File: src/logic/sbl_pkg.sv
package sbl_pkg;

    // ****************************************************************
    // Sizes
    // ****************************************************************
    localparam int BANK_N = 4;
    localparam int BANK_W = 2;
    localparam int ADDR_W = 13;
    localparam int AP_BIT = 10;
    localparam int CNT_W = 4;

    typedef logic [CNT_W-1:0] sbl_cnt_type;
    typedef logic [3:0] sbl_pins_type;

    // ****************************************************************
    // Timing: figures in ns, counts rounded up to whole cycles
    // ****************************************************************
    localparam int CLK_PERIOD_NS = 10;
    localparam int PRECHARGE_RECOVERY_TIME_NS = 20;
    localparam int ACTIVATE_TO_ACCESS_DELAY_NS = 20;
    localparam int WRITE_RECOVERY_TIME_NS = 15;
    localparam int REFRESH_CYCLE_TIME_NS = 80;
    localparam int MODE_LOAD_DELAY_NS = 20;
    localparam int SELF_REFRESH_EXIT_DELAY_NS = 80;

    function automatic int sbl_min_cycles(input int ns);
        int c;
        c = (ns + CLK_PERIOD_NS - 1) / CLK_PERIOD_NS;
        return (c < 1) ? 1 : c;
    endfunction

    localparam sbl_cnt_type PRE_CNT = sbl_cnt_type'(sbl_min_cycles(PRECHARGE_RECOVERY_TIME_NS));
    localparam sbl_cnt_type ACT_CNT = sbl_cnt_type'(sbl_min_cycles(ACTIVATE_TO_ACCESS_DELAY_NS));
    localparam sbl_cnt_type WR_CNT = sbl_cnt_type'(sbl_min_cycles(WRITE_RECOVERY_TIME_NS));
    localparam sbl_cnt_type REF_CNT = sbl_cnt_type'(sbl_min_cycles(REFRESH_CYCLE_TIME_NS));
    localparam sbl_cnt_type MRS_CNT = sbl_cnt_type'(sbl_min_cycles(MODE_LOAD_DELAY_NS));
    localparam sbl_cnt_type SRX_CNT = sbl_cnt_type'(sbl_min_cycles(SELF_REFRESH_EXIT_DELAY_NS));
    // Burst of four data elements, two per clock
    localparam sbl_cnt_type BURST_CNT = 4'h2;
    localparam sbl_cnt_type WLAT_CNT = 4'h1;
    localparam sbl_cnt_type START_CNT = SRX_CNT + 4'h3;
    localparam sbl_cnt_type ZERO_CNT = 4'h0;

    // Pin patterns {chip select, row strobe, column strobe, write enable}
    localparam sbl_pins_type PINS_DESEL = 4'hf;
    localparam sbl_pins_type PINS_NOP = 4'h7;
    localparam sbl_pins_type PINS_ACT = 4'h3;
    localparam sbl_pins_type PINS_READ = 4'h5;
    localparam sbl_pins_type PINS_WRITE = 4'h4;
    localparam sbl_pins_type PINS_PRE = 4'h2;
    localparam sbl_pins_type PINS_BST = 4'h6;
    localparam sbl_pins_type PINS_REF = 4'h1;
    localparam sbl_pins_type PINS_MRS = 4'h0;

    typedef enum logic [3:0] {
        SBL_DESEL, SBL_NOP, SBL_ACT, SBL_READ, SBL_WRITE,
        SBL_PRE, SBL_BST, SBL_REF, SBL_MRS
    } sbl_cmd_type;

    typedef enum logic [3:0] {
        SBL_IDLE, SBL_ACTIVATING, SBL_ACTIVE, SBL_RD, SBL_WR,
        SBL_PRECHARGING, SBL_RDAP_ACC, SBL_WRAP_ACC, SBL_AP_PRE
    } sbl_bank_type;

    typedef enum logic [1:0] {
        SBL_DEV_NORMAL, SBL_DEV_REFRESHING, SBL_DEV_MODE_LOAD, SBL_DEV_PRE_ALL
    } sbl_dev_type;

endpackage

File: src/logic/sbl_cmd_if.sv
`timescale 1ns/1ps
interface sbl_cmd_if;
    logic cke;
    logic cs_n;
    logic ras_n;
    logic cas_n;
    logic we_n;
    logic [sbl_pkg::BANK_W-1:0] ba;
    logic [sbl_pkg::ADDR_W-1:0] addr;

    modport ctrl (output cke, cs_n, ras_n, cas_n, we_n, ba, addr);
    modport mem (input cke, cs_n, ras_n, cas_n, we_n, ba, addr);
endinterface

File: src/logic/sbl_mem_end.sv
`timescale 1ns/1ps
// Behaviour
// - Check only with clock enable held, exit delay over
// - Deselect and no-operation let work continue
// - Precharged bank idle after precharge recovery
// - Activated bank active after activate delay
// - Read burst accepts read, precharge, terminate
// - Write burst accepts read, write, masked precharge
// - Timed bank states accept no same-bank command
// - Precharge and activate end after their delays
// - Auto-precharge access busy until recovery ends
// - Refresh, mode load, precharge-all block everything
// - Refresh returns all-idle after refresh time
// - Mode load returns all-idle after its delay
// - Precharge-all makes every bank idle after recovery
// - Refresh and mode load need all banks idle
// - Multi-bank precharge needs every bank prechargeable
// - Burst terminate ends the latest read burst
// - Burst terminate never aimed at another bank
// - Idle bank places no limit on others
// - Busy bank allows activate, read, write, precharge; the code refuses a write while another bank is in a read burst
// - Auto-precharge access limits others to activate, precharge
// - Read auto-precharge begins after burst data
// - Write auto-precharge begins after write recovery
// - Address bit selects one bank or all
module sbl_mem_end (
    input wire logic core_clk,
    input wire logic sys_rst,
    sbl_cmd_if.mem cmd_bus,
    output logic cmd_illegal_q,
    output logic [sbl_pkg::BANK_N-1:0] bank_idle_q,
    output logic [sbl_pkg::BANK_N-1:0] bank_open_q,
    output logic dev_busy_q
);

    // ****************************************************************
    // Command decode
    // ****************************************************************
    function automatic sbl_pkg::sbl_cmd_type decode(input logic cs_n,
                                                    input logic [2:0] rcw);
        if (cs_n) begin
            return sbl_pkg::SBL_DESEL;
        end
        unique case (rcw)
            3'h7: return sbl_pkg::SBL_NOP;
            3'h3: return sbl_pkg::SBL_ACT;
            3'h5: return sbl_pkg::SBL_READ;
            3'h4: return sbl_pkg::SBL_WRITE;
            3'h2: return sbl_pkg::SBL_PRE;
            3'h6: return sbl_pkg::SBL_BST;
            3'h1: return sbl_pkg::SBL_REF;
            3'h0: return sbl_pkg::SBL_MRS;
        endcase
    endfunction

    // State a bank reaches when its counter runs out
    function automatic sbl_pkg::sbl_bank_type expire(input sbl_pkg::sbl_bank_type st);
        unique case (st)
            sbl_pkg::SBL_ACTIVATING, sbl_pkg::SBL_RD, sbl_pkg::SBL_WR: return sbl_pkg::SBL_ACTIVE;
            sbl_pkg::SBL_RDAP_ACC, sbl_pkg::SBL_WRAP_ACC: return sbl_pkg::SBL_AP_PRE;
            sbl_pkg::SBL_PRECHARGING, sbl_pkg::SBL_AP_PRE: return sbl_pkg::SBL_IDLE;
            default: return st;
        endcase
    endfunction

    logic cke_prev_q;
    sbl_pkg::sbl_cnt_type exit_cnt_q;
    sbl_pkg::sbl_bank_type bank_q [sbl_pkg::BANK_N];
    sbl_pkg::sbl_bank_type bank_d [sbl_pkg::BANK_N];
    sbl_pkg::sbl_bank_type eff [sbl_pkg::BANK_N];
    sbl_pkg::sbl_cnt_type cnt_q [sbl_pkg::BANK_N];
    sbl_pkg::sbl_cnt_type cnt_d [sbl_pkg::BANK_N];
    sbl_pkg::sbl_cnt_type cnt_e [sbl_pkg::BANK_N];
    sbl_pkg::sbl_dev_type dev_q;
    sbl_pkg::sbl_dev_type dev_d;
    sbl_pkg::sbl_dev_type dev_eff;
    sbl_pkg::sbl_cnt_type dev_cnt_q;
    sbl_pkg::sbl_cnt_type dev_cnt_d;
    logic [sbl_pkg::BANK_W-1:0] last_rd_q;
    logic [sbl_pkg::BANK_W-1:0] last_rd_d;
    logic legal;
    logic all_idle;
    logic rd_other;
    logic ap_acc_other;
    logic pre_all_ok;

    wire sbl_pkg::sbl_cmd_type cmd = decode(cmd_bus.cs_n,
                                           {cmd_bus.ras_n, cmd_bus.cas_n, cmd_bus.we_n});
    wire [sbl_pkg::BANK_W-1:0] tb = cmd_bus.ba;
    wire ap = cmd_bus.addr[sbl_pkg::AP_BIT];
    wire check_on = cke_prev_q & cmd_bus.cke & (exit_cnt_q == sbl_pkg::ZERO_CNT);
    wire executable = (cmd != sbl_pkg::SBL_DESEL) & (cmd != sbl_pkg::SBL_NOP);
    wire take = check_on & executable & legal;
    wire flag = check_on & executable & !legal;
    wire sbl_pkg::sbl_bank_type st = eff[tb];

    // ****************************************************************
    // State as it stands at this edge, with expiring timers applied
    // ****************************************************************
    // A command on the edge where a delay runs out sees the new state,
    // so the full delay counts as met on that edge.
    always_comb begin
        for (int k = 0; k < sbl_pkg::BANK_N; k++) begin
            eff[k] = (cnt_q[k] == 4'h1) ? expire(bank_q[k]) : bank_q[k];
            cnt_e[k] = (cnt_q[k] == sbl_pkg::ZERO_CNT) ? sbl_pkg::ZERO_CNT : cnt_q[k] - 4'h1;
            if (cnt_q[k] == 4'h1 && eff[k] == sbl_pkg::SBL_AP_PRE) begin
                cnt_e[k] = sbl_pkg::PRE_CNT;
            end
        end
        dev_eff = (dev_cnt_q == 4'h1) ? sbl_pkg::SBL_DEV_NORMAL : dev_q;
    end

    // ****************************************************************
    // Legality
    // ****************************************************************
    always_comb begin
        all_idle = 1'b1;
        rd_other = 1'b0;
        ap_acc_other = 1'b0;
        pre_all_ok = 1'b1;
        for (int k = 0; k < sbl_pkg::BANK_N; k++) begin
            all_idle &= (eff[k] == sbl_pkg::SBL_IDLE);
            pre_all_ok &= (eff[k] inside {sbl_pkg::SBL_IDLE, sbl_pkg::SBL_ACTIVE,
                                          sbl_pkg::SBL_RD, sbl_pkg::SBL_WR});
            if (sbl_pkg::BANK_W'(k) != tb) begin
                rd_other |= (eff[k] inside {sbl_pkg::SBL_RD, sbl_pkg::SBL_RDAP_ACC});
                ap_acc_other |= (eff[k] inside {sbl_pkg::SBL_RDAP_ACC,
                                                sbl_pkg::SBL_WRAP_ACC});
            end
        end
        legal = 1'b0;
        unique case (cmd)
            sbl_pkg::SBL_DESEL, sbl_pkg::SBL_NOP: legal = 1'b1;
            sbl_pkg::SBL_ACT: legal = (st == sbl_pkg::SBL_IDLE);
            sbl_pkg::SBL_READ: legal = (st inside {sbl_pkg::SBL_ACTIVE, sbl_pkg::SBL_RD,
                                                   sbl_pkg::SBL_WR}) & !ap_acc_other;
            sbl_pkg::SBL_WRITE: legal = (st inside {sbl_pkg::SBL_ACTIVE, sbl_pkg::SBL_WR})
                                        & !ap_acc_other & !rd_other;
            sbl_pkg::SBL_PRE: legal = ap ? pre_all_ok
                : (st inside {sbl_pkg::SBL_ACTIVE, sbl_pkg::SBL_RD, sbl_pkg::SBL_WR});
            sbl_pkg::SBL_BST: legal = (eff[last_rd_q] == sbl_pkg::SBL_RD);
            sbl_pkg::SBL_REF, sbl_pkg::SBL_MRS: legal = all_idle;
        endcase
        if (dev_eff != sbl_pkg::SBL_DEV_NORMAL && executable) begin
            legal = 1'b0;
        end
    end

    // ****************************************************************
    // Next state
    // ****************************************************************
    // Illegal commands are flagged and leave every state untouched.
    always_comb begin
        for (int k = 0; k < sbl_pkg::BANK_N; k++) begin
            bank_d[k] = eff[k];
            cnt_d[k] = cnt_e[k];
        end
        dev_d = dev_eff;
        dev_cnt_d = (dev_cnt_q == sbl_pkg::ZERO_CNT) ? sbl_pkg::ZERO_CNT : dev_cnt_q - 4'h1;
        last_rd_d = last_rd_q;
        if (take) begin
            unique case (cmd)
                sbl_pkg::SBL_ACT: begin
                    bank_d[tb] = sbl_pkg::SBL_ACTIVATING;
                    cnt_d[tb] = sbl_pkg::ACT_CNT;
                end
                sbl_pkg::SBL_READ, sbl_pkg::SBL_WRITE: begin
                    // A new burst cuts short whatever burst was running
                    for (int k = 0; k < sbl_pkg::BANK_N; k++) begin
                        if (eff[k] inside {sbl_pkg::SBL_RD, sbl_pkg::SBL_WR}) begin
                            bank_d[k] = sbl_pkg::SBL_ACTIVE;
                            cnt_d[k] = sbl_pkg::ZERO_CNT;
                        end
                    end
                    if (cmd == sbl_pkg::SBL_READ) begin
                        bank_d[tb] = ap ? sbl_pkg::SBL_RDAP_ACC : sbl_pkg::SBL_RD;
                        cnt_d[tb] = sbl_pkg::BURST_CNT;
                        last_rd_d = tb;
                    end else begin
                        bank_d[tb] = ap ? sbl_pkg::SBL_WRAP_ACC : sbl_pkg::SBL_WR;
                        cnt_d[tb] = ap ? sbl_pkg::BURST_CNT + sbl_pkg::WLAT_CNT + sbl_pkg::WR_CNT
                                       : sbl_pkg::BURST_CNT + sbl_pkg::WLAT_CNT;
                    end
                end
                sbl_pkg::SBL_PRE: begin
                    for (int k = 0; k < sbl_pkg::BANK_N; k++) begin
                        if (ap || sbl_pkg::BANK_W'(k) == tb) begin
                            bank_d[k] = sbl_pkg::SBL_PRECHARGING;
                            cnt_d[k] = sbl_pkg::PRE_CNT;
                        end
                    end
                    if (ap) begin
                        dev_d = sbl_pkg::SBL_DEV_PRE_ALL;
                        dev_cnt_d = sbl_pkg::PRE_CNT;
                    end
                end
                sbl_pkg::SBL_BST: begin
                    bank_d[last_rd_q] = sbl_pkg::SBL_ACTIVE;
                    cnt_d[last_rd_q] = sbl_pkg::ZERO_CNT;
                end
                sbl_pkg::SBL_REF: begin
                    dev_d = sbl_pkg::SBL_DEV_REFRESHING;
                    dev_cnt_d = sbl_pkg::REF_CNT;
                end
                sbl_pkg::SBL_MRS: begin
                    dev_d = sbl_pkg::SBL_DEV_MODE_LOAD;
                    dev_cnt_d = sbl_pkg::MRS_CNT;
                end
                default: ;
            endcase
        end
    end

    // ****************************************************************
    // Registers
    // ****************************************************************
    // Any low-to-high clock enable step is treated as a self-refresh exit,
    // since entry is not tracked here; this only costs a few quiet cycles.
    always_ff @(posedge core_clk) begin
        if (sys_rst) begin
            cke_prev_q <= 1'b0;
            exit_cnt_q <= sbl_pkg::ZERO_CNT;
        end else begin
            cke_prev_q <= cmd_bus.cke;
            if (!cke_prev_q && cmd_bus.cke) begin
                exit_cnt_q <= sbl_pkg::SRX_CNT;
            end else if (exit_cnt_q != sbl_pkg::ZERO_CNT) begin
                exit_cnt_q <= exit_cnt_q - 4'h1;
            end
        end
    end

    always_ff @(posedge core_clk) begin
        if (sys_rst) begin
            for (int k = 0; k < sbl_pkg::BANK_N; k++) begin
                bank_q[k] <= sbl_pkg::SBL_IDLE;
                cnt_q[k] <= sbl_pkg::ZERO_CNT;
            end
            dev_q <= sbl_pkg::SBL_DEV_NORMAL;
            dev_cnt_q <= sbl_pkg::ZERO_CNT;
            last_rd_q <= '0;
        end else if (cmd_bus.cke) begin
            bank_q <= bank_d;
            cnt_q <= cnt_d;
            dev_q <= dev_d;
            dev_cnt_q <= dev_cnt_d;
            last_rd_q <= last_rd_d;
        end
    end

    always_ff @(posedge core_clk) begin
        if (sys_rst) begin
            cmd_illegal_q <= 1'b0;
            bank_idle_q <= '1;
            bank_open_q <= '0;
            dev_busy_q <= 1'b0;
        end else begin
            cmd_illegal_q <= flag;
            for (int k = 0; k < sbl_pkg::BANK_N; k++) begin
                bank_idle_q[k] <= ((cmd_bus.cke ? bank_d[k] : bank_q[k]) == sbl_pkg::SBL_IDLE);
                bank_open_q[k] <= ((cmd_bus.cke ? bank_d[k] : bank_q[k]) == sbl_pkg::SBL_ACTIVE);
            end
            dev_busy_q <= ((cmd_bus.cke ? dev_d : dev_q) != sbl_pkg::SBL_DEV_NORMAL);
        end
    end

endmodule

File: src/flat_wrapper.sv
// flat-port wrapper written by rule: the top's interface ports become plain ports
module sbl_mem_end_flat 
  (core_clk, sys_rst, cmd_illegal_q, bank_idle_q, bank_open_q, dev_busy_q, cmd_bus_cke, cmd_bus_cs_n, cmd_bus_ras_n, cmd_bus_cas_n, cmd_bus_we_n, cmd_bus_ba, cmd_bus_addr);
  sbl_cmd_if cmd_bus_i ();
  input wire logic core_clk;
  input wire logic sys_rst;
  output logic cmd_illegal_q;
  output logic [sbl_pkg::BANK_N-1:0] bank_idle_q;
  output logic [sbl_pkg::BANK_N-1:0] bank_open_q;
  output logic dev_busy_q;
  input wire logic [$bits(cmd_bus_i.cke)-1:0] cmd_bus_cke;
  input wire logic [$bits(cmd_bus_i.cs_n)-1:0] cmd_bus_cs_n;
  input wire logic [$bits(cmd_bus_i.ras_n)-1:0] cmd_bus_ras_n;
  input wire logic [$bits(cmd_bus_i.cas_n)-1:0] cmd_bus_cas_n;
  input wire logic [$bits(cmd_bus_i.we_n)-1:0] cmd_bus_we_n;
  input wire logic [$bits(cmd_bus_i.ba)-1:0] cmd_bus_ba;
  input wire logic [$bits(cmd_bus_i.addr)-1:0] cmd_bus_addr;
  assign cmd_bus_i.cke = cmd_bus_cke;
  assign cmd_bus_i.cs_n = cmd_bus_cs_n;
  assign cmd_bus_i.ras_n = cmd_bus_ras_n;
  assign cmd_bus_i.cas_n = cmd_bus_cas_n;
  assign cmd_bus_i.we_n = cmd_bus_we_n;
  assign cmd_bus_i.ba = cmd_bus_ba;
  assign cmd_bus_i.addr = cmd_bus_addr;
  sbl_mem_end u_core (.core_clk(core_clk), .sys_rst(sys_rst), .cmd_bus(cmd_bus_i), .cmd_illegal_q(cmd_illegal_q), .bank_idle_q(bank_idle_q), .bank_open_q(bank_open_q), .dev_busy_q(dev_busy_q));
endmodule
File: config.mk
export PLATFORM = sky130hd
export DESIGN_NAME = sbl_mem_end_flat
export DESIGN_NICKNAME = d
export VERILOG_FILES = /design/src/logic/sbl_pkg.sv /design/src/logic/sbl_cmd_if.sv /design/src/logic/sbl_mem_end.sv /design/src/flat_wrapper.sv
export SDC_FILE = /design/constraint.sdc
export NUM_CORES = 1
export LEC_CHECK = 0
export ABC_AREA = 1
export CAP_MARGIN = 20
export CELL_PAD_IN_SITES_DETAIL_PLACEMENT = 1
export CELL_PAD_IN_SITES_GLOBAL_PLACEMENT = 1
export CORE_AREA = 4 4 180 95
export DETAILED_ROUTE_END_ITERATION = 6
export DIE_AREA = 0 0 184 99
export DONT_BUFFER_PORTS = 1
export PLACE_DENSITY = 0.58
export SLEW_MARGIN = 30
export SYNTH_ARGS = -nofsm -noshare
export SYNTH_HDL_FRONTEND = slang
export SYNTH_SLANG_ARGS = --single-unit
File: constraint.sdc
create_clock -name core_clk -period 3.7 [get_ports core_clk]
set_input_delay 0.185 -clock core_clk [delete_from_list [all_inputs] [get_ports core_clk]]
set_output_delay 0.185 -clock core_clk [all_outputs]
set_load 0.02 [all_outputs]
# --- After elaboration in Yosys (flattened, before gate mapping) ---
# Memories as Yosys holds them, arrays and structs flattened.
# Index checks and enable logic that the tools add are counted.
word_totals:
  romBits: 32
  elab_cells: 318
  reg_bits: 55
  n_memories: 1
memory_table:
  columns: ["name", "words", "width", "read_ports", "rd_ports_with_merged_regs", "write_ports", "line", "source"]
  rows:
  - ["(name not given)", 8, 4, 1, 0, 0, "sbl_mem_end.sv:44", "unique case (rcw)"]
classes:
  n_mux: 99
  add_sub_neg: 6
  n_lt_le_gt_ge: 4
  eq_ne: 80
  reduce_logical: 74
  n_bitwise: 36
op_table:
  columns: ["op", "count"]
  rows:
  - ["4-bit 2-to-1 mux", 61]
  - ["4-bit by 3-bit == test with 1-bit output, second input constant", 33]
  - ["16-bit case mux with 4 select lines", 2]
  - ["4-bit by 2-bit == test with 1-bit output, second input constant", 21]
  - ["4-bit logical NOT", 16]
  - ["16-bit 2-to-1 mux", 4]
  - ["4-bit case mux with 3 select lines", 5]
  - ["12-bit bitwise AND", 4]
  - ["16-bit bitwise mux", 3]
  - ["4-bit by 1-bit == test with 1-bit output, second input constant", 10]
  - ["4-bit == test, second input constant", 9]
  - ["12-bit NOT", 3]
  - ["2-bit nonzero test", 17]
  - ["4-bit nonzero test", 6]
  - ["2-bit OR reduction", 12]
  - ["4-bit by 1-bit subtractor with 4-bit output, second input constant", 6]
  - ["16-bit bitwise AND", 1]
  - ["4-bit binary-select mux with 2-bit select", 2]
  - ["4-bit demux with 2-bit select", 2]
  - ["16-bit NOT", 1]
  - ["4-bit OR", 4]
  - ["1-bit bitwise AND", 15]
  - ["3-bit OR reduction", 4]
  - ["1-bit 2-to-1 mux", 11]
  - ["other kinds (19)", 47]

# --- Logic depth before layout (Yosys ltp) ---
# Gate-level depths: netlist of run 1.
logic_depth:
  ltp_word: 26
  mapped_depth: 26

# --- Least setup slack after synthesis of run 1 ---
# No wires, ideal clock.
synth_timing:
  path_kind: "input-to-reg"
  from: "input cmd_bus_we_n"
  to: "register u_core.cnt_q[12] (netlist bit)"
  setup_ps: 115
  slack_ps: 1249
  required_ps: 3585
  cell_stages: 21
  arrival_time_ps: 2336
  cell_sequence: "inv_1 ha_1 nor2_1 nor2_1 nand2_1 nor2_2 nand2_1 nor2_2 buf_4 nand2_2 inv_1 nand3_1 nand2_1 nor2_1 nand2_4 nand3_4 inv_2 nand2_2 o21ai_1 nand3_1 and2_1"
synth_between:
  elab_chain_len: 8
synth_rtl:
  columns: ["element", "line", "source"]
  rows:
  - ["start, declared", "flat_wrapper.sv:15", "input wire logic [$bits(cmd_bus_i.we_n)-1:0] cmd_bus_we_n;"]
  - ["memory read 8 x 4 bit *", null, null]
  - ["4-bit 2-to-1 mux *", "sbl_mem_end.sv:44", null]
  - ["4-bit by 3-bit == test with 1-bit output, or another cell as far along", "sbl_mem_end.sv:132", "unique case (cmd)"]
  - ["2-bit OR reduction / 1-bit bitwise AND (equally long branches)", "sbl_mem_end.sv:132, sbl_mem_end.sv:92", null]
  - ["1-bit case mux with 7 select lines / 1-bit logical AND (equally long branches)", "sbl_mem_end.sv:132, sbl_mem_end.sv:144", null]
  - ["1-bit 2-to-1 mux", "sbl_mem_end.sv:144", "if (dev_eff != sbl_pkg::SBL_DEV_NORMAL && executable) begin"]
  - ["1-bit bitwise AND", "sbl_mem_end.sv:93", "wire take = check_on & executable & legal;"]
  - ["16-bit 2-to-1 mux *", "sbl_mem_end.sv:161", "if (take) begin"]
  - ["end signal, assigned by index", "sbl_mem_end.sv:237", "cnt_q[k] <= sbl_pkg::ZERO_CNT;"]
  - ["end signal, assigned", "sbl_mem_end.sv:244", "cnt_q <= cnt_d;"]
  - ["end, declared", "sbl_mem_end.sv:71", "sbl_pkg::sbl_cnt_type cnt_q [sbl_pkg::BANK_N];"]
# Mark *: on every way between the ends. The rest lies on a longest branch, timed or not.
# A chain may end at the register's enable or synchronous reset.

# --- Worst setup path in the final report of run 1 ---
layout_timing:
  from: "register u_core.cnt_q[0] (netlist bit)"
  to: "register u_core.cnt_q[12] (netlist bit)"
layout_between:
  elab_chain_len: 13
layout_rtl:
  columns: ["element", "line", "source"]
  rows:
  - ["4-bit by 1-bit == test with 1-bit output *", "sbl_mem_end.sv:104", "eff[k] = (cnt_q[k] == 4'h1) ? expire(bank_q[k]) : bank_q[k];"]
  - ["4-bit 2-to-1 mux *", "sbl_mem_end.sv:104", null]
  - ["4-bit binary-select mux with 2-bit select, or another cell as far along", "sbl_mem_end.sv:95", "wire sbl_pkg::sbl_bank_type st = eff[tb];"]
  - ["4-bit 2-to-1 mux (not written as such) / 2-bit nonzero test (equally long branches)", "sbl_mem_end.sv:95, sbl_mem_end.sv:127", null]
  - ["4-bit 2-to-1 mux (not written as such) / 1-bit OR (equally long branches)", "sbl_mem_end.sv:95, sbl_mem_end.sv:127", null]
  - ["4-bit by 2-bit == test with 1-bit output, or another cell as far along", "sbl_mem_end.sv:135, sbl_mem_end.sv:137, sbl_mem_end.sv:140", null]
  - ["2-bit nonzero test / 1-bit logical NOT (equally long branches)", "sbl_mem_end.sv:137, sbl_mem_end.sv:136, sbl_mem_end.sv:138", null]
  - ["1-bit bitwise AND (2 in series)", "sbl_mem_end.sv:138", "& !ap_acc_other & !rd_other;"]
  - ["1-bit case mux with 7 select lines *", "sbl_mem_end.sv:132", null]
  - ["1-bit 2-to-1 mux *", "sbl_mem_end.sv:144", null]
  - ["1-bit bitwise AND *", "sbl_mem_end.sv:93", null]
  - ["16-bit 2-to-1 mux *", "sbl_mem_end.sv:161", null]
# Mark *: on every way between the ends. The rest lies on a longest branch, timed or not. The select of a mux whose other input is x is not followed.

==> reports/results.txt, run 1 <==
Status -> completed
Flops & latches, synth -> 55
R2R depth -> 20
Mux contribution to synthesized area -> 0
P&R area growth vs syn -> 9.21%
Ys Warns -> 0
FMAX -> 0.308 GHz
Routed len/inst -> 18.5 um
CP bufs+invs -> 2
Post-synthesis sequential area ratio -> 0.225
Final ANT Viol Nets -> 0
Worst skew pair latency -> 0.31 ns
Final GP Congestion -> 0.939
Postcts setup bufs -> 0
Synth Cell Area -> 4890 um2
Critical path cell sequence -> nand2_1 > nor2_4 > nand2_1 > nand2_2 > inv_1 > a21oi_1 > nand2_1 > nand3_1 > nand2_1 > nor2_1 > nand2_1 > nand2_1 > nor2_1 > nand2_4 > nand3_4 > inv_2 > nand2_2 > o21ai_1 > nand3_1 > and2_1
Worst Clk Skew -> 0.00969 ns
CTS resizes -> 0
Synth Area in Adders -> 0.00767
Post-synthesis xor/xnor area fraction -> 0.00179
Final setup vio count -> 0
RR Startpoint -> u_core.cnt_q[0]
Final core utilization -> 0.349
Rows -> 32
Worst setup path startpoint -> u_core.cnt_q[0]
Worst path top cell family by delay -> simple AND/OR/NAND/NOR gates
CP Capture Point -> u_core.cnt_q[12]
Most frequent CP cell -> nand2_1
DRC Markers -> 0
Final Hold Fails -> 0
Fin nets -> 899
H-Tree Depth -> 2
Setup TNS -> 0 ns
Relative slew slack -> 0.554
CP required -> 3.92 ns
Fill count -> 2109
Critical Path Stages -> 20
Yosys cell types -> 47
Slowest CP cell -> dfxtp_1
Reg2Reg Setup Slack -> 0.45 ns
Longest Clk Path Bufs -> 2
Pin count of the biggest net entering global routing -> 39
Worst-margin pin slew -> 0.669 ns
CP Max Fanout -> 14
RSZ-0062 raised after global routing -> false
Reg2reg end -> u_core.cnt_q[12]
Port-buffer cells -> 0
Routed vias -> 5754
CP arrival -> 3.46 ns
Slowest stage delay, CP -> 0.43 ns
Min Hold Slack -> 0.0393 ns
Number of global-route vias before repair -> 5642
Initial antenna violation count -> 0
Io pins -> 32
Drt total wl -> 19.9 mm
Overall power -> 1.52 mW
Layout cell share with drive strength beyond 1 -> 0.0823
Pwr/cell area -> 284 nW/um2
Post-Synthesis Cells -> 874
Worst min path class -> input pin to flip-flop
Vias per Instance -> 5.33
DP HPWL -> 15.5 mm
Worst vdd ir -> 189 uV
CTS buffer count -> 5
Max-cap violations -> 0
Reg clk slew, reported paths -> 0.08 ns
Grt ovf -> 0
Slew Limit Fails -> 0
Mean Syn Cell Area -> 5.60 um2
First-pass GRT wire length -> 32.0 mm
Starting Density -> 0.320
Synth Area in Compound Gates -> 0.226
Total track usage -> 0.222
Largest family of logic cells by synthesized area -> simple AND/OR/NAND/NOR gates
P_leak -> 2.56 nW
Clock root cell -> clkbuf_16
Core ar. -> 15300 um2
Critical Setup Path Class -> flip-flop to flip-flop
Commonest non-fill, non-tap cell in the layout -> nand2_1
Post-Syn Nets -> 899
Die Height -> 99 um
Simple-gate share of the synthesized area -> 0.428
Worst setup SP type -> flip-flop
Final worst path period share -> 0.877
Tmin final -> 3.25 ns
CTS tree -> done
Die Wd -> 184 um
Critical Path Sink Type -> flip-flop
Initial drt markers -> 338
Clock Sinks -> 55
Most frequent cells in the layout -> 261 x nand2_1, 111 x nor2_1, 99 x inv_1, 62 x o21ai_0
Die Area -> 18200 um2
N_diodes -> 0
TritonRoute pass-1 iters -> 5
[worst register-to-register path: cells and delay by family, from the launching register on]
family	cells	cell delay, ns
buffers and inverters	2	0.38
DFF	1	0.43
AOI/OAI and AO/OA	2	0.39
and+or+nand+nor	16	1.96
[logic make-up (layout without fill, tap and decap cells)]
kind of cell / after synthesis / in the layout
simple gates: 490 / 490
compound gates: 186 / 186
buf+inv: 139 / 140
flops: 55 / 55
fa+ha+maj: 3 / 3
xor+xnor: 1 / 1
[cell usage after synthesis (all sizes together)]
master / n / area [um2]
a211oi: 4 / 30.0
a21boi: 5 / 48.8
a21oi: 55 / 275
a221oi: 1 / 8.76
a22o: 1 / 8.76
a22oi: 1 / 7.51
a311oi: 2 / 17.5
a31oi: 6 / 37.5
a32oi: 4 / 35.0
and2: 2 / 12.5
buf: 8 / 50.0
clkbuf: 19 / 71.3
clkinv: 2 / 7.51
dfxtp: 55 / 1100
ha: 3 / 37.5
inv: 110 / 413
nand2: 272 / 1050
nand3: 54 / 288
nand3b: 2 / 15.0
nand4: 22 / 138
nor2: 124 / 513
nor3: 10 / 50.1
o2111ai: 2 / 17.5
o211ai: 19 / 143
o21a: 2 / 15.0
o21ai: 72 / 372
o21bai: 1 / 7.51
o221ai: 3 / 26.3
o22ai: 3 / 18.8
o311ai: 1 / 8.76
o31ai: 4 / 30.0
or2: 4 / 25.0
xnor2: 1 / 8.76
[worst min path at each step]
| stage | start | to | slack [ns] | cells after the start |
|---|---|---|---|---|
| final | cmd_bus_cke | u_core.cnt_q[7] | 0.04 | 2 |
| after global routing | cmd_bus_cke | u_core.cnt_q[2] | 0.03 | 2 |
| after CTS | cmd_bus_cke | u_core.cnt_q[4] | 0.03 | 2 |
| after detailed placement | sys_rst | u_core.cnt_q[2] | 0.27 | 1 |
| after global placement | sys_rst | u_core.cnt_q[2] | 0.26 | 1 |
| after floorplan | sys_rst | u_core.cke_prev_q | 0.35 | 1 |
[layout make-up]
type / instances / area (um2) / share of cell area
clock inverter: 1 / 8.76 / 0.00164
timing repair buffer: 20 / 165 / 0.0309
multi-input combinational: 680 / 3250 / 0.608
clock buffer: 7 / 143 / 0.0267
sequential: 55 / 1100 / 0.206
inverter: 112 / 420 / 0.0787
tap: 204 / 255 / 0.0478
[stage by stage]
| stage | cells | setup WS, ns | area (um2) |
|---|---|---|---|
| 6_report | 1079 | 0.455 | 5340 |
| 5_1_grt | 1079 | 0.170 | 5340 |
| 4_1_cts | 1079 | 0.500 | 5340 |
| 3_5_place_dp | 1069 | 0.456 | 5160 |
| 3_3_place_gp | 1069 | 0.478 | 5160 |
| 2_1_floorplan | 874 | 1.25 | 4890 |
[timing repair]
item	CTS	global route
endpoints found under the hold margin	26	0
endpoints found under the setup margin	0	0
hold buffers	2	0
[flip-flops by register name (all words and copies together), names as in the netlist, 2 cells and up]
register / count
u_core.bank_idle_q: 4
u_core.bank_open_q: 4
u_core.bank_q: 16
u_core.cnt_q: 16
u_core.dev_cnt_q: 4
u_core.dev_q: 2
u_core.exit_cnt_q: 4
u_core.last_rd_q: 2
[report_power, final]
part / leakage (nW) / switching, mW / total, mW / internal [mW]
Clock: 0.0741 / 0.244 / 0.516 / 0.272
Sequential: 0.446 / 0.0193 / 0.632 / 0.613
Combinational: 2.04 / 0.255 / 0.368 / 0.112
[routing by layer]
metal	share of wire	wire length (um)	GRT usage	vias to the layer above
li1	-	-	-	2869
met1	0.55	11000	0.363	2730
met2	0.38	7600	0.302	137
met3	0.054	1070	0.0369	18
met4	0.012	233	0.0329	0
met5	0	0	0	-
(Power assumes the default switching activity.)
==> run 2: changes to the inputs <==
--- a/config.mk
+++ b/config.mk
@@ -13,6 +13,7 @@
 export DETAILED_ROUTE_END_ITERATION = 6
 export DIE_AREA = 0 0 184 99
 export DONT_BUFFER_PORTS = 1
+export GPL_TIMING_DRIVEN = 0
 export PLACE_DENSITY = 0.58
 export SLEW_MARGIN = 30
 export SYNTH_ARGS = -nofsm -noshare
==> run 2 against run 1 <==
Compared with the run above: core utilization decreased by 0.21 points; global-route usage is 1.2 points higher; first-iteration DRC count up 22%; sequential share of layout area up 0.13 points.
==> reports/results.txt, run 2 (synthesized netlist as in run 1, its figures left out) <==
Layout cell share with drive strength beyond 1 -> 0.0703 (-0.0120)
Port-buffer cells -> 0 (unchanged)
DP HPWL -> 16.9 mm (+9.1%)
CP required -> 3.90 ns (-0.02 ns)
Setup TNS -> 0 ns (unchanged)
Grt ovf -> 0 (unchanged)
Number of global-route vias before repair -> 5725 (+1.5%)
Tmin final -> 3.28 ns (+0.0337 ns)
Reg clk slew, reported paths -> 0.09 ns (about the same)
WL met1 -> 11.4 mm (+3.4%)
Critical Setup Path Class -> input pin to flip-flop
Placement-stage worst setup slack -> 0.241 ns (-0.215 ns)
Worst min path class -> input pin to flip-flop
FMAX -> 0.305 GHz (-1.0%)
Slowest CP cell -> nand2_1
Critical Path Sink Type -> flip-flop
Pwr/cell area -> 295 nW/um2 (+3.9%)
P&R area growth vs syn -> 8.54%
Fin area -> 5310 um2 (-0.61%)
CP Max Fanout -> 8 (-6)
Die Wd -> 184 um (unchanged)
Final Hold Fails -> 0 (unchanged)
Wire length on met3 -> 1.50 mm (+41%)
Metal2 WL -> 8.23 mm (+8.3%)
Starting Density -> 0.320 (unchanged)
Placed cell areas -> 5150 um2 (-0.27%)
Clock root cell -> clkbuf_16
Fin nets -> 906 (+0.78%)
N_diodes -> 0 (unchanged)
Slew Limit Fails -> 0 (unchanged)
RSZ-0062 raised after global routing -> false
Io pins -> 32 (unchanged)
Final setup vio count -> 0 (unchanged)
Worst skew pair latency -> 0.31 ns (about the same)
Pin count of the biggest net entering global routing -> 17 (-56%)
Clock Sinks -> 55 (unchanged)
Final worst path period share -> 0.886 (+0.00910)
TritonRoute pass-1 iters -> 5 (unchanged)
Slowest stage delay, CP -> 0.38 ns (-0.05 ns)
Longest Clk Path Bufs -> 2 (unchanged)
Worst Slack Setup Final -> 0.421 ns (-0.0337 ns)
Worst vdd ir -> 176 uV (-6.8%)
Worst Clk Skew -> 0.0113 ns (+0.00163 ns)
Min Hold Slack -> 0.0881 ns (+0.0489 ns)
Rows -> 32 (unchanged)
First-pass GRT wire length -> 33.4 mm (+4.4%)
Die Height -> 99 um (unchanged)
Most frequent cells in the layout -> 261 x nand2_1, 110 x nor2_1, 99 x inv_1, 62 x o21ai_0
Initial drt markers -> 413 (+22%)
CP arrival -> 3.48 ns (+0.02 ns)
Vias per Instance -> 5.38 (+0.89%)
Critical path cell sequence -> inv_1 > ha_1 > nor2_1 > nor2_1 > nand2_1 > nand2_1 > nor2_1 > nand2_1 > nand2_1 > inv_1 > a31oi_1 > o21ai_0 > nand2_1 > o21ai_0 > nand3_1 > nand4_1 > nand2_1 > nand2_1 > nand2_1 > clkinv_1 > nand2_1 > nor2_1
Routed len/inst -> 19.6 um (+5.9%)
Worst setup SP type -> input pin
CP bufs+invs -> 3 (+1)
Initial antenna violation count -> 0 (unchanged)
Worst path top cell family by delay -> simple AND/OR/NAND/NOR gates
Final ANT Viol Nets -> 0 (unchanged)
P_leak -> 2.52 nW (-1.6%)
Routed vias -> 5843 (+1.5%)
Total track usage -> 0.235 (+0.0123)
DRC Markers -> 0 (unchanged)
CTS tree -> done
Biggest regs -> u_core.bank_q (16), u_core.cnt_q (16)
Die Area -> 18200 um2 (unchanged)
Most frequent CP cell -> nand2_1
Drt total wl -> 21.2 mm (+6.6%)
Worst-margin pin slew -> 0.830 ns (+0.161 ns)
Status -> completed
CTS buffer count -> 5 (unchanged)
Overall power -> 1.57 mW (+3.3%)
H-Tree Depth -> 2 (unchanged)
Max-cap violations -> 0 (unchanged)
Top Metal Used -> met4
Core ar. -> 15300 um2 (unchanged)
Relative slew slack -> 0.445 (-0.109)
Commonest non-fill, non-tap cell in the layout -> nand2_1
Final GP Congestion -> 0.952 (+1.4%)
Hold-fix buffer count after cts -> 0 (-2)
==> run 2: metrics by stage <==
stage,utilization,cells
after floorplan,-,874
final,0.347,1086
after global placement,0.336,1078
after global routing,0.347,1086
after CTS,0.347,1086
after detailed placement,0.336,1078
==> run 2: final timing paths <==
path	startpoint	end	slack [ns]	cells past startpoint
worst max register to register	u_core.cnt_q[14]	u_core.cnt_q[12]	0.45	19
worst max-delay path	cmd_bus_we_n	u_core.bank_open_q[3]	0.42	22
worst min-delay path	cmd_bus_ba[1]	u_core.last_rd_q[1]	0.09	2
worst min register to register	u_core.cnt_q[3]	u_core.cnt_q[3]	0.48	2
==> run 2: area by class of cell <==
type                       count  area, um2
buffer                        27        121
clock buffer                   7        153
clock inverter                 1       7.51
fill                        2130       9990
inverter                     112        420
multi-input combinational    680       3250
sequential                    55       1100
tap                          204        255
==> run 2: repair_timing <==
action                     CTS  global route
hold endpoints to repair     0             0
setup endpoints to repair    0             1
buffers inserted             0             0
resized for setup            0             1
==> run 2: routing by layer <==
| layer | up-vias | global-route usage |
|---|---|---|
| met5 | - | 0 |
| met4 | 0 | 0.0250 |
| met3 | 13 | 0.0701 |
| met2 | 128 | 0.330 |
| met1 | 2810 | 0.359 |
| li1 | 2892 | - |
==> run 2: power by group <==
| group | total (mW) | switching, mW | internal [mW] |
|---|---|---|---|
| Sequential | 0.632 | 0.0193 | 0.613 |
| Combinational | 0.380 | 0.275 | 0.105 |
| Clock | 0.553 | 0.263 | 0.290 |
==> run 3: changes to the inputs <==
--- a/config.mk
+++ b/config.mk
@@ -5,16 +5,13 @@
 export SDC_FILE = /design/constraint.sdc
 export NUM_CORES = 1
 export LEC_CHECK = 0
-export ABC_AREA = 1
 export CAP_MARGIN = 20
-export CELL_PAD_IN_SITES_DETAIL_PLACEMENT = 1
-export CELL_PAD_IN_SITES_GLOBAL_PLACEMENT = 1
-export CORE_AREA = 4 4 180 95
+export CORE_AREA = 4 4 181 95
 export DETAILED_ROUTE_END_ITERATION = 6
-export DIE_AREA = 0 0 184 99
+export DIE_AREA = 0 0 185 99
 export DONT_BUFFER_PORTS = 1
 export GPL_TIMING_DRIVEN = 0
-export PLACE_DENSITY = 0.58
+export PLACE_DENSITY = 0.42
 export SLEW_MARGIN = 30
 export SYNTH_ARGS = -nofsm -noshare
 export SYNTH_HDL_FRONTEND = slang
==> run 3 against run 2 <==
Compared with the run above: the flow now finishes with violations (setup timing); first-iteration DRC count is 69% higher; critical endpoint is now u_core.bank_idle_q[1]; wire length rose by 3.6%; highest routed layer unchanged; sequential cell count did not move; clock power increased by 5.1%; total power grew 12%.
==> reports/results.txt, run 3 <==
Internal power -> 1.16 mW (+15%)
Starting Density -> 0.321 (+0.00102)
Final setup vio count -> 8 (+8)
Initial antenna violation count -> 0 (unchanged)
Simple-gate share of the synthesized area -> 0.336 (-0.0924)
Final ANT Viol Nets -> 0 (unchanged)
Worst skew pair latency -> 0.30 ns (about the same)
Critical Path Sink Type -> flip-flop
Routed vias -> 5914 (+1.2%)
Switching Power -> 0.596 mW (+7.0%)
DP HPWL -> 16.2 mm (-4.4%)
Routed len/inst -> 23.0 um (+17%)
Tmin final -> 3.80 ns (+0.519 ns)
Ys Warns -> 0 (unchanged)
Commonest non-fill, non-tap cell in the layout -> nor2_1
Slowest stage delay, CP -> 0.56 ns (+0.18 ns)
TritonRoute pass-1 iters -> 5 (unchanged)
CP Max Fanout -> 9 (+1)
Die Height -> 99 um (unchanged)
Total track usage -> 0.233 (-0.00119)
Post-synth EDFFs -> 0 (unchanged)
Critical Path Stages -> 12 (-45%)
Hold-fix buffer count after cts -> 0 (unchanged)
Power share of the clock group -> 0.331 (-0.022)
Top FF cell, synth -> dfxtp_1
Layout cell share with drive strength beyond 1 -> 0.206 (+0.136)
Die Wd -> 185 um (+0.54%)
CTS tree -> done
CP required -> 3.90 ns (about the same)
Number of global-route vias before repair -> 5324 (-7.0%)
DRC Markers -> 0 (unchanged)
Reg2Reg Setup Slack -> -0.1 ns (-0.55 ns)
Vias per Instance -> 6.17 (+15%)
Synth Area in Adders -> 0.00761 (-0.0000642)
Worst vdd ir -> 165 uV (-6.7%)
Final Hold Fails -> 0 (unchanged)
CP arrival -> 4.00 ns (+0.52 ns)
Cell Count, Final, Fillers Out -> 958 (-12%)
Clock root cell -> clkbuf_16
Longest Clk Path Bufs -> 2 (unchanged)
P_leak -> 2.11 nW (-17%)
Drt total wl -> 22.0 mm (+3.6%)
FMAX -> 0.263 GHz (-14%)
Worst Clk Skew -> 0.0107 ns (-0.000663 ns)
Mux contribution to synthesized area -> 0.0368 (+0.0368)
Io pins -> 32 (unchanged)
Top cells by area, synth -> dfxtp_1 22%, a21oi_1 8.0%, nor2_1 8.0%, o21ai_0 5.4%, nor3_1 4.3%
Synth Area in Compound Gates -> 0.317 (+0.0904)
Switch share -> 0.340 (-0.0161)
Synth top cells by count -> 105 x nor2_1, 79 x a21oi_1, 55 x dfxtp_1, 53 x o21ai_0, 51 x clkbuf_1
Grt ovf -> 0 (unchanged)
Min-Delay Startpoint -> cmd_bus_we_n
Critical path cell sequence -> or3b_2 > a211oi_4 > a21oi_1 > mux4_2 > mux2i_2 > o211a_1 > buf_6 > buf_12 > nor3_4 > mux2i_2 > a21oi_1 > a41o_1
Setup TNS -> -0.508 ns (-0.508 ns)
Rows -> 32 (unchanged)
Yosys cell types -> 75 (+60%)
Reg2reg end -> u_core.bank_idle_q[1]
Relative slew slack -> 0.315 (-0.130)
Biggest regs -> u_core.bank_q (16), u_core.cnt_q (16)
Inst Count DP -> 923 (-14%)
Fin nets -> 777 (-14%)
Critical Setup Path Class -> flip-flop to flip-flop
Worst Slack Setup Final -> -0.0973 ns (-0.519 ns)
Worst path top cell family by delay -> multiplexers
Top cell type's share of synthesized area -> 0.223 (-0.00188)
R2R depth -> 12 (-7)
Worst-margin pin slew -> 1.03 ns (+0.198 ns)
Final worst path period share -> 1.03 (+0.140)
Clock Sinks -> 55 (unchanged)
Comb power frac -> 0.298 (+0.055)
Status -> finished with violations
Initial drt markers -> 699 (+69%)
Pin count of the biggest net entering global routing -> 17 (unchanged)
P&R area growth vs syn -> 24.0%
CP bufs+invs -> 2 (-1)
Async set or reset register ratio after synthesis -> 0 (unchanged)
Reg clk slew, reported paths -> 0.08 ns (about the same)
Slowest CP cell -> or3b_2
H-Tree Depth -> 2 (unchanged)
Worst min path class -> input pin to flip-flop
Most frequent cells in the layout -> 102 x nor2_1, 74 x a21oi_1, 49 x o21ai_0, 47 x nand2_1, 46 x dfxtp_1
Core ar. -> 15400 um2 (+0.52%)
Flop pwr share -> 0.371 (-0.033)
Die Area -> 18300 um2 (+0.54%)
Violated checks -> setup timing
Synth Cell Area -> 4930 um2 (+0.84%)
Leading area contributor after synthesis -> dfxtp_1
Max-cap violations -> 0 (unchanged)
Port-buffer cells -> 0 (unchanged)
Worst Hold Depth -> 4 (+2)
Flops & latches, synth -> 55 (unchanged)
First-pass GRT wire length -> 32.8 mm (-1.7%)
Post-Synthesis Cells -> 719 (-18%)
RR Startpoint -> u_core.bank_q[0]
Overall power -> 1.75 mW (+12%)
Post-Syn Nets -> 744 (-17%)
Post-synthesis sequential area ratio -> 0.223 (-0.00188)
Post-synthesis xor/xnor area fraction -> 0.0107 (+0.00886)
Worst setup SP type -> flip-flop
Hold endpoint -> u_core.dev_q[1]
Pwr/cell area -> 287 nW/um2 (-2.7%)
CTS buffer count -> 5 (unchanged)
RSZ-0062 raised after global routing -> true
Final GP Congestion -> 0.925 (-2.8%)
Largest family of logic cells by synthesized area -> simple AND/OR/NAND/NOR gates
Mean Syn Cell Area -> 6.86 um2 (+23%)
Most frequent cell after synthesis -> nor2_1
Slew Limit Fails -> 0 (unchanged)
## run 3: cell type report
class | count | area [um2]
diodes | 1 | 2.50
plain buffers | 54 | 283
clock buffers | 6 | 139
clock inverters | 2 | 35.0
fillers | 1681 | 9260
inverters | 14 | 52.6
multi-input cells | 585 | 3930
flip-flops and latches | 55 | 1120
well taps | 204 | 255
repair buffers | 37 | 298
## run 3: worst register-to-register path, cell delays in order (launching register included)
cell and delay [ns]:
dfxtp_1 0.42, or3b_2 0.56, a211oi_4 0.30, a21oi_1 0.11
mux4_2 0.55, mux2i_2 0.18, o211a_1 0.25, buf_6 0.14
buf_12 0.13, nor3_4 0.35, mux2i_2 0.35, a21oi_1 0.10
a41o_1 0.26
## run 3: per-stage QoR
stage / setup slack [ns] / utilization / cell area [um2] / hold slack [ns]
2_1_floorplan: 0.00786 / - / 4970 / 0.461
3_3_place_gp: -1.28 / 0.340 / 5230 / 0.485
3_5_place_dp: -1.30 / 0.340 / 5230 / 0.497
4_1_cts: -0.104 / 0.380 / 5840 / 0.331
5_1_grt: -0.150 / 0.398 / 6110 / 0.355
6_report: -0.0973 / 0.398 / 6120 / 0.323
## run 3: what timing repair did
item,in CTS,in global routing
setup endpoints to repair,44,37
gates resized for setup,72,49
setup buffers,26,11
pin swaps,24,25
## run 3: layer usage
metal / GRT usage / part of all wire / up-vias
met5: 0 / 0 / -
met4: 0.0349 / 0.014 / 0
met3: 0.0763 / 0.10 / 30
met2: 0.316 / 0.39 / 281
met1: 0.359 / 0.49 / 2862
li1: - / - / 2741
## run 3: power groups by stage
stage | combinational [mW] | sequential (mW) | clock, mW
2_1_floorplan | 0.329 | 0.653 | 0
3_3_place_gp | 0.448 | 0.658 | 0
3_5_place_dp | 0.444 | 0.658 | 0
4_1_cts | 0.496 | 0.650 | 0.595
5_1_grt | 0.574 | 0.655 | 0.619
6_report | 0.523 | 0.651 | 0.581
## run 3: how the worst max path moves through the flow
stage | slack, ns | end | start
final | -0.1 | u_core.bank_idle_q[1] | u_core.bank_q[0]
after global routing | -0.15 | u_core.bank_idle_q[1] | u_core.cnt_q[13]
after CTS | -0.10 | u_core.bank_idle_q[1] | u_core.cnt_q[2]
after detailed placement | -1.30 | u_core.cnt_q[14] | cmd_bus_we_n
after global placement | -1.28 | u_core.cnt_q[14] | cmd_bus_we_n
after floorplan | 0.008 | u_core.bank_idle_q[1] | cmd_bus_we_n
## run 3: kinds of logic (layout without fill, tap and decap cells)
kind of cell	after synthesis	in the layout
adder cells (fa/ha/maj)	3	3
buffers and inverters	79	113
AO/OA/AOI/OAI	245	245
multiplexers	14	14
flip-flops	55	55
AND/OR/NAND/NOR	317	317
XOR/XNOR	6	6
other	0	1
